--- config.mk ---
export PLATFORM = sky130hd
export DESIGN_NAME = reset_stop_recovery_ctrl
export DESIGN_NICKNAME = d
export VERILOG_FILES = /design/src/verilog/rst_ctrl_pkg.sv /design/src/verilog/osc_edge_detect.sv /design/src/verilog/port_recovery_reg.sv /design/src/verilog/reset_stop_recovery_ctrl.sv
export SDC_FILE = /design/constraint.sdc
export NUM_CORES = 1
export LEC_CHECK = 0
export BUFFER_PORTS_ARGS = -buffer_cell sky130_fd_sc_hd__buf_2
export CAP_MARGIN = 20
export CORE_ASPECT_RATIO = 1.75
export CORE_MARGIN = 3
export CORE_UTILIZATION = 49
export CTS_CLUSTER_DIAMETER = 40
export DETAILED_ROUTE_END_ITERATION = 6
export PLACE_DENSITY_LB_ADDON = 0.08
export SYNTH_ARGS = -nofsm -noshare
export SYNTH_HDL_FRONTEND = slang
export SYNTH_SLANG_ARGS = --single-unit
export TNS_END_PERCENT = 100
--- constraint.sdc ---
create_clock -name clock -period 1.53 [get_ports clock]
set_clock_uncertainty 0.05 [all_clocks]
set_input_delay 0.0765 -clock clock [delete_from_list [all_inputs] [get_ports clock]]
set_output_delay 0.0765 -clock clock [all_outputs]
set_load 0.01 [all_outputs]
--- src/verilog/rst_ctrl_pkg.sv ---
// package: constants, states and carriers for the reset controller
package rst_ctrl_pkg;
	localparam int PORT_COUNT = 8;
	localparam logic [7:0] RECOVERY_INDEX = 8'h05;
	localparam logic [7:0] RECOVERY_ENABLE_RESET = 8'h00;
	localparam int SYSTEM_OSC_CYCLES = 514;
	localparam int SHORT_OSC_CYCLES = 66;
	localparam int RECOVERY_OSC_CYCLES = 514;
	localparam int SYSCLK_CYCLES = 16;
	localparam int DEBUG_RESET_BIT = 1;
	localparam int OSC_COUNT_WIDTH = 10;
	localparam int SYS_COUNT_WIDTH = 5;

	typedef enum logic [1:0] {
		KIND_SYSTEM = 2'h0,
		KIND_SHORT = 2'h1,
		KIND_RECOVERY = 2'h2
	} reset_kind_t;

	// one-bit steps run -> osc -> sys; sys -> run changes both bits
	typedef enum logic [1:0] {
		SEQ_RUN = 2'h0,
		SEQ_OSC = 2'h1,
		SEQ_SYS = 2'h3
	} seq_state_t;

	// requests from the direct sources, plus the stop mode flag; debugger bit and port pins arrive separately
	typedef struct packed {
		logic powerOn;
		logic brownout;
		logic watchdogTimeout;
		logic externalResetN;
		logic debugPinN;
		logic stopMode;
	} reset_sources_t;

	// per-port register access strobes
	typedef struct packed {
		logic addrWrite;
		logic ctrlWrite;
		logic [7:0] data;
	} port_access_t;
endpackage

--- src/verilog/osc_edge_detect.sv ---
// watchdog oscillator edge detector on the system clock
module osc_edge_detect
	import rst_ctrl_pkg::*;
(
	input wire logic clock,
	input wire logic sysRst,
	input wire logic oscIn,
	output logic oscRise
);
	typedef struct packed {
		logic sync1;
		logic sync2;
		logic last;
		logic rise;
		logic [1:0] fill;
	} edge_state_t;
	edge_state_t s_reg, s_next;

	// first stage feeds only the second stage
	always_comb begin
		s_next = s_reg;
		s_next.sync1 = oscIn;
		s_next.sync2 = s_reg.sync1;
		s_next.last = s_reg.sync2;
		// no edge until the chain has filled: an oscillator already
		// high as reset ends would otherwise count as a false rise
		s_next.fill = (s_reg.fill == 2'h3) ? 2'h3 : s_reg.fill + 2'h1;
		s_next.rise = (s_reg.fill == 2'h3) & s_reg.sync2 & ~s_reg.last;
	end

	always_ff @(posedge clock) begin
		if (sysRst)
			s_reg <= '0;
		else
			s_reg <= s_next;
	end

	assign oscRise = s_reg.rise;
endmodule

--- src/verilog/port_recovery_reg.sv ---
// one port's address register and recovery-enable sub-register
module port_recovery_reg
	import rst_ctrl_pkg::*;
(
	input wire logic clock,
	input wire logic sysRst,
	input wire logic regReset,
	input wire rst_ctrl_pkg::port_access_t access,
	input wire logic [7:0] pinIn,
	input wire logic stopMode,
	output logic [7:0] enableOut,
	output logic transition
);
	typedef struct packed {
		logic [7:0] addr;
		logic [7:0] enable;
		logic [7:0] lastPins;
		logic hit;
		logic primed;
	} port_state_t;
	port_state_t s_reg, s_next;

	always_comb begin
		s_next = s_reg;
		s_next.lastPins = pinIn;
		s_next.primed = 1'b1; // lastPins holds no real level before this
		if (access.addrWrite)
			s_next.addr = access.data;
		// sub-register only reachable via index in address reg
		if (access.ctrlWrite && s_reg.addr == RECOVERY_INDEX)
			s_next.enable = access.data;
		// enabled pins' transitions in stop mode; others ignored
		s_next.hit = s_reg.primed & stopMode &
			(|((pinIn ^ s_reg.lastPins) & s_reg.enable));
		if (regReset) begin
			s_next.addr = 8'h00;
			s_next.enable = RECOVERY_ENABLE_RESET;
		end
	end

	always_ff @(posedge clock) begin
		if (sysRst)
			s_reg <= '0;
		else
			s_reg <= s_next;
	end

	assign enableOut = s_reg.enable;
	assign transition = s_reg.hit;
endmodule

--- src/verilog/reset_stop_recovery_ctrl.sv ---
// reset and stop mode recovery controller
// Functional notes
// - reset on POR, brown-out, watchdog; pin and debugger only outside stop mode
// - debugger control bit 1 requests reset
// - watchdog resets only if option selects it
// - stop recovery on watchdog, port edge, debug low
// - kind chosen from mode and source
// - system reset: 514 osc plus 16 clocks
// - short reset: 66 osc plus 16 clocks
// - recovery keeps registers except watchdog control
// - enabled pin transitions in stop start recovery
// - enable sub-register at index 05H, resets zero
module reset_stop_recovery_ctrl
	import rst_ctrl_pkg::*;
(
	input wire logic clock,
	input wire logic sys_rst,
	input wire logic watchdogOsc,
	input wire rst_ctrl_pkg::reset_sources_t sources,
	input wire logic watchdogResetSelectOption,
	input wire logic [7:0] debuggerControlReg,
	input wire rst_ctrl_pkg::port_access_t [PORT_COUNT-1:0] portAccess,
	input wire logic [PORT_COUNT-1:0][7:0] portPins,
	output logic coreReset,
	output logic ctrlRegReset,
	output logic watchdogCtlReset,
	output rst_ctrl_pkg::reset_kind_t lastKind,
	output logic [PORT_COUNT-1:0][7:0] pinRecoveryEnable
);
	typedef struct packed {
		seq_state_t state;
		reset_kind_t kind;
		logic [OSC_COUNT_WIDTH-1:0] oscCount;
		logic [SYS_COUNT_WIDTH-1:0] sysCount;
		logic coreReset;
		logic ctrlReset;
		logic wdtReset;
		// output stage lives in the same state word
		logic outCore;
		logic outCtrl;
		logic outWdt;
		reset_kind_t outKind;
		logic [PORT_COUNT-1:0][7:0] outEnable;
	} ctrl_state_t;
	ctrl_state_t s_reg, s_next;

	logic oscRise;
	logic [PORT_COUNT-1:0] portHit;
	logic [PORT_COUNT-1:0][7:0] enables;
	logic fullReq, recoveryReq, shortReq;
	logic [OSC_COUNT_WIDTH-1:0] oscTarget;

	osc_edge_detect oscDetect (
		.clock(clock),
		.sysRst(sys_rst),
		.oscIn(watchdogOsc),
		.oscRise(oscRise)
	);

	// one register block per port
	generate
		for (genvar p = 0; p < PORT_COUNT; p++) begin : g_port
			port_recovery_reg portReg (
				.clock(clock),
				.sysRst(sys_rst),
				.regReset(s_reg.ctrlReset),
				.access(portAccess[p]),
				.pinIn(portPins[p]),
				.stopMode(sources.stopMode),
				.enableOut(enables[p]),
				.transition(portHit[p])
			);
		end
	endgenerate

	// request sorting; stop mode routes wakeups to recovery
	always_comb begin
		fullReq = sources.powerOn | sources.brownout;
		shortReq = ~sources.stopMode & (
			~sources.externalResetN |
			debuggerControlReg[DEBUG_RESET_BIT] |
			(sources.watchdogTimeout & watchdogResetSelectOption));
		recoveryReq = sources.stopMode & (sources.watchdogTimeout |
			(|portHit) | ~sources.debugPinN);
	end

	// osc target depends on kind: short is the quick one
	always_comb begin
		unique case (s_reg.kind)
			KIND_SHORT: oscTarget = OSC_COUNT_WIDTH'(SHORT_OSC_CYCLES);
			KIND_RECOVERY: oscTarget =
				OSC_COUNT_WIDTH'(RECOVERY_OSC_CYCLES);
			default: oscTarget = OSC_COUNT_WIDTH'(SYSTEM_OSC_CYCLES);
		endcase
	end

	// sequencer: power-on and brown-out restart at any time
	always_comb begin
		s_next = s_reg;
		unique case (s_reg.state)
			SEQ_RUN: begin
				if (fullReq || shortReq || recoveryReq) begin
					s_next.state = SEQ_OSC;
					s_next.oscCount = '0;
					s_next.sysCount = '0;
					s_next.coreReset = 1'b1;
					// kind picked from mode and source
					if (fullReq)
						s_next.kind = KIND_SYSTEM;
					else if (recoveryReq)
						s_next.kind = KIND_RECOVERY;
					else
						s_next.kind = KIND_SHORT;
					// recovery touches only watchdog control
					s_next.ctrlReset = ~recoveryReq | fullReq;
					s_next.wdtReset = 1'b1;
				end
			end
			SEQ_OSC: begin
				s_next.ctrlReset = 1'b0;
				s_next.wdtReset = 1'b0;
				if (oscRise)
					s_next.oscCount = s_reg.oscCount + 1'b1;
				if (oscRise && s_reg.oscCount == oscTarget - 1'b1)
					s_next.state = SEQ_SYS;
			end
			SEQ_SYS: begin
				s_next.sysCount = s_reg.sysCount + 1'b1;
				// release only after the clock count ends
				if (s_reg.sysCount == SYS_COUNT_WIDTH'(SYSCLK_CYCLES - 1)) begin
					s_next.state = SEQ_RUN;
					s_next.coreReset = 1'b0;
				end
			end
			// unused code: fall back to a system-kind sequence, without the register reset pulses
			default: begin
				s_next.state = SEQ_OSC;
				s_next.kind = KIND_SYSTEM;
				s_next.oscCount = '0;
				s_next.sysCount = '0;
				s_next.coreReset = 1'b1;
			end
		endcase
		if (fullReq && s_reg.state != SEQ_RUN) begin
			s_next.state = SEQ_OSC;
			s_next.kind = KIND_SYSTEM;
			s_next.oscCount = '0;
			s_next.sysCount = '0;
			s_next.coreReset = 1'b1;
			s_next.ctrlReset = 1'b1;
			s_next.wdtReset = 1'b1;
		end
		// output stage one clock behind the sequencer, glitch free
		s_next.outCore = s_reg.coreReset;
		s_next.outCtrl = s_reg.ctrlReset;
		s_next.outWdt = s_reg.wdtReset;
		s_next.outKind = s_reg.kind;
		s_next.outEnable = enables;
	end

	// reset state holds the core in reset as a system reset
	always_ff @(posedge clock) begin
		if (sys_rst) begin
			s_reg.state <= SEQ_OSC;
			s_reg.kind <= KIND_SYSTEM;
			s_reg.oscCount <= '0;
			s_reg.sysCount <= '0;
			s_reg.coreReset <= 1'b1;
			s_reg.ctrlReset <= 1'b1;
			s_reg.wdtReset <= 1'b1;
			s_reg.outCore <= 1'b1;
			s_reg.outCtrl <= 1'b1;
			s_reg.outWdt <= 1'b1;
			s_reg.outKind <= KIND_SYSTEM;
			s_reg.outEnable <= '0;
		end else
			s_reg <= s_next;
	end

	// outputs come straight from the output stage flops
	assign coreReset = s_reg.outCore;
	assign ctrlRegReset = s_reg.outCtrl;
	assign watchdogCtlReset = s_reg.outWdt;
	assign lastKind = s_reg.outKind;
	assign pinRecoveryEnable = s_reg.outEnable;
endmodule

==> impl_metrics.ini <==
[sta]
fmax_ghz = 0.601
period_minus_slack_ps = 1660
finalCritPeriodShare = 1.09
tightest_slew_ps = 445
relSlewSlack = 0.700
fin_hold_ws_ps = 26.6
setup_viol = 40
slew_viol_final = 0
hold_viol_final = 0
rsz0062_at_grt = yes
postLayoutSetupSlackWorst_ps = -133

[synth]
async_flop_share = 0
synth_area_leaders = dfxtp_1, mux2i_1, nor2b_1
yosysUniqueCellTypes = 48
synth.largest_area_cell = dfxtp_1
syn-num-nets = 1227
ys_warn_count = 0
netlist_instances = 1061
synthesis.area_sq_um = 11200
synth_ff_type = dfxtp_1
synth_top_area_share = 0.533
avgSynthCellArea_sq_um = 10.5
synth-seq-cells = 298
ys_seq_area_frac = 0.533
synth_edf_count = 0

[floorplanning]
rows = 72
initial_core_util = 0.503
ios = 231
fp.dieH_microns = 206
coreArea_sq_um = 22300
die_w_microns = 120
die_area_sq_um = 24700

[route]
routed_via_density = 4.83
wl_microns = 26100
drc = 0
dr_wl_met2_microns = 14000
drt_pass1_iterations = 6
top_layer = met4
vias = 8303
wl_per_cell_microns = 15.2
wl_met1_microns = 10100
wl_met3_microns = 1190
drtIter0Drc = 315
ant_nets = 0

[status]
status = complete, but fails checks
violations = negative setup slack

[power]
power_density_nw_per_um2 = 1080
p_leak_uw = 0.00682
vdd_drop_max_v = 0.00103

[critical_path]
required_ps = 1900
crit_fanout = 11
arrival_ps = 2030
rr_startpoint = g_port[3].portReg.transition$_SDFF_PP0_
setup.worst_path.end_class = flip-flop
start_kind = flip-flop
regToRegSetupSlack_ps = -130
reg2regPathDepth = 6
crit_type = flip-flop to flip-flop
reg2reg_to = s_reg[84]$_SDFFE_PP0P_

[clock_tree]
htree_levels = 1
cts.clk_slew.worst_paths_ps = 70
cts_tree = done
cts_buffer_depth = 3
cts.sinks = 298
clock_latency_ps = 550
root_buffer = clkbuf_16
cts_made_buffers = 31

[place]
hpwlAfterDp_microns = 17600
place_congestion = 0.834
placed_area_sq_um = 12300
port_buffers = 223

[global_routing]
grt-ovfl-total = 0
antenna_found_initial = 0
grt_start_max_net_pins = 101
grt_usage = 0.209
grt_pass1_wl_microns = 42300
first_global_vias = 8614

[layout]
fin_area_sq_um = 15000
antenna-diode-count = 0
finalNetCount = 1567
largest_register_ffs = 129
area_growth_pct = 34.2
drive_gt1_frac = 0.252

[worst_hold_path]
hp-class = primary input to flip-flop
hold_start = portAccess[48]
min_to = g_port[4].portReg.enableOut[2]$_SDFFE_PP0P_
hold_depth = 5

[job]
drv_cap = 0
-- cell type report --
| class | instances | area [sq um] |
|---|---|---|
| clock buffer | 38 | 852 |
| clock inverter | 18 | 143 |
| fill | 1788 | 7240 |
| inverter | 9 | 33.8 |
| multi-input combinational | 638 | 4560 |
| sequential | 298 | 5970 |
| tap | 296 | 370 |
| timing repair buffer | 423 | 3080 |
-- placed cells by master, fill, tap and decap left out, types with 3 or more instances in the layout --
cell type and instances:
ha_1 4, nand4_1 6, inv_6 5, a41oi_1 9, xor2_1 67, nor4b_1 5, buf_2 222, inv_1 9
nor3_2 3, mux2i_1 128, a21oi_2 8, o21ai_2 8, a21oi_1 10, clkbuf_16 31, nor2b_1 135, or2_2 4
nand3b_1 3, nand2_1 8, or3_4 3, clkinv_4 4, nand3_1 11, buf_6 6, nor2_1 142, dfxtp_1 297
nand4b_1 8, clkinvlp_4 5, o21ai_1 3, buf_12 3, and3_1 3, buf_4 31, or3_1 3, clkbuf_8 5
or4b_4 3, a22oi_1 32, nor3b_1 5, clkinv_2 3, dlygate4sd3_1 161
-- routing by layer --
layer / track usage / vias to the layer above
li1: - / 4167
met1: 0.233 / 3886
met2: 0.399 / 198
met3: 0.0323 / 52
met4: 0.0701 / 0
met5: 0 / -
-- timing repair --
action,4_1_cts,5_1_grt
hold buffers,161,0
pin swaps,8,4
hold endpoints to repair,230,0
setup buffers,3,0
setup endpoints to repair,42,46
gates resized for setup,15,16
-- cell usage after synthesis, types with 2 or more instances --
master,instances
a21oi_1,11
a21oi_2,7
o21ai_2,5
nand2_1,8
nor2_1,143
and2_1,2
o21ai_1,2
or4b_1,3
a22oi_1,32
buf_1,6
and3_1,3
nand4_1,6
or2_2,4
buf_6,4
nor3b_1,5
xor2_1,67
buf_2,2
nand3_1,11
or3_1,6
mux2i_1,128
nand3b_1,3
nor3_1,5
nor2b_1,137
a21o_1,2
buf_4,66
inv_1,9
nor4b_1,6
dfxtp_1,298
ha_1,4
nand4b_1,8
a41oi_1,9
o21ai_0,6
clkbuf_1,38
-- where the power goes --
part / internal [uW] / switching, uW
logic: 654 / 463
registers: 7880 / 53.3
clock network: 4020 / 3150
-- stage by stage --
step / std cells / power, uW / util / setup WS (ps) / TNS, ps
after global routing: 1720 / 16900 / 0.675 / -210 / -6020
after floorplan: 1061 / 8500 / - / -6.94 / -166
after CTS: 1720 / 16400 / 0.672 / -105 / -2530
after detailed placement: 1500 / 8880 / 0.551 / -116 / -3220
final: 1720 / 16200 / 0.675 / -133 / -2580
after global placement: 1500 / 8860 / 0.551 / -74.1 / -1780
-- logic make-up (layout without fill, tap and decap cells) --
kind of cell,Yosys count,in the layout,synth area share
AO/OA/AOI/OAI,82,82,0.0544
XOR/XNOR,67,67,0.0525
multiplexers,128,128,0.115
flip-flops,298,298,0.533
buffers and inverters,125,488,0.0670
AND/OR/NAND/NOR,357,357,0.174
adder cells (fa/ha/maj),4,4,0.00448
-- worst max path at each step --
stage | from | endpoint | slack [ps] | cells past startpoint
2_1_floorplan | g_port[0].portReg.s_reg[23]$_SDFFE_PP0P_ | g_port[0].portReg.enableOut[2]$_SDFFE_PP0P_ | -7 | 6
6_report | g_port[3].portReg.transition$_SDFF_PP0_ | s_reg[84]$_SDFFE_PP0P_ | -130 | 6
5_1_grt | g_port[3].portReg.transition$_SDFF_PP0_ | s_next[67]$_SDFFE_PP1P_ | -210 | 7
3_5_place_dp | g_port[7].portReg.s_reg[23]$_SDFFE_PP0P_ | g_port[7].portReg.enableOut[6]$_SDFFE_PP0P_ | -120 | 6
4_1_cts | g_port[7].portReg.s_reg[23]$_SDFFE_PP0P_ | g_port[7].portReg.enableOut[6]$_SDFFE_PP0P_ | -110 | 6
3_3_place_gp | g_port[0].portReg.s_reg[23]$_SDFFE_PP0P_ | g_port[0].portReg.enableOut[0]$_SDFFE_PP0P_ | -70 | 6
-- critical path, stage by stage, from the launching register on --
cell      delay (ps)
dfxtp_2          330
nor4_4           330
nand4_2          210
a211oi_2         240
buf_6            190
or3_1            130
a21oi_2           50
(Power assumes the default switching activity.)
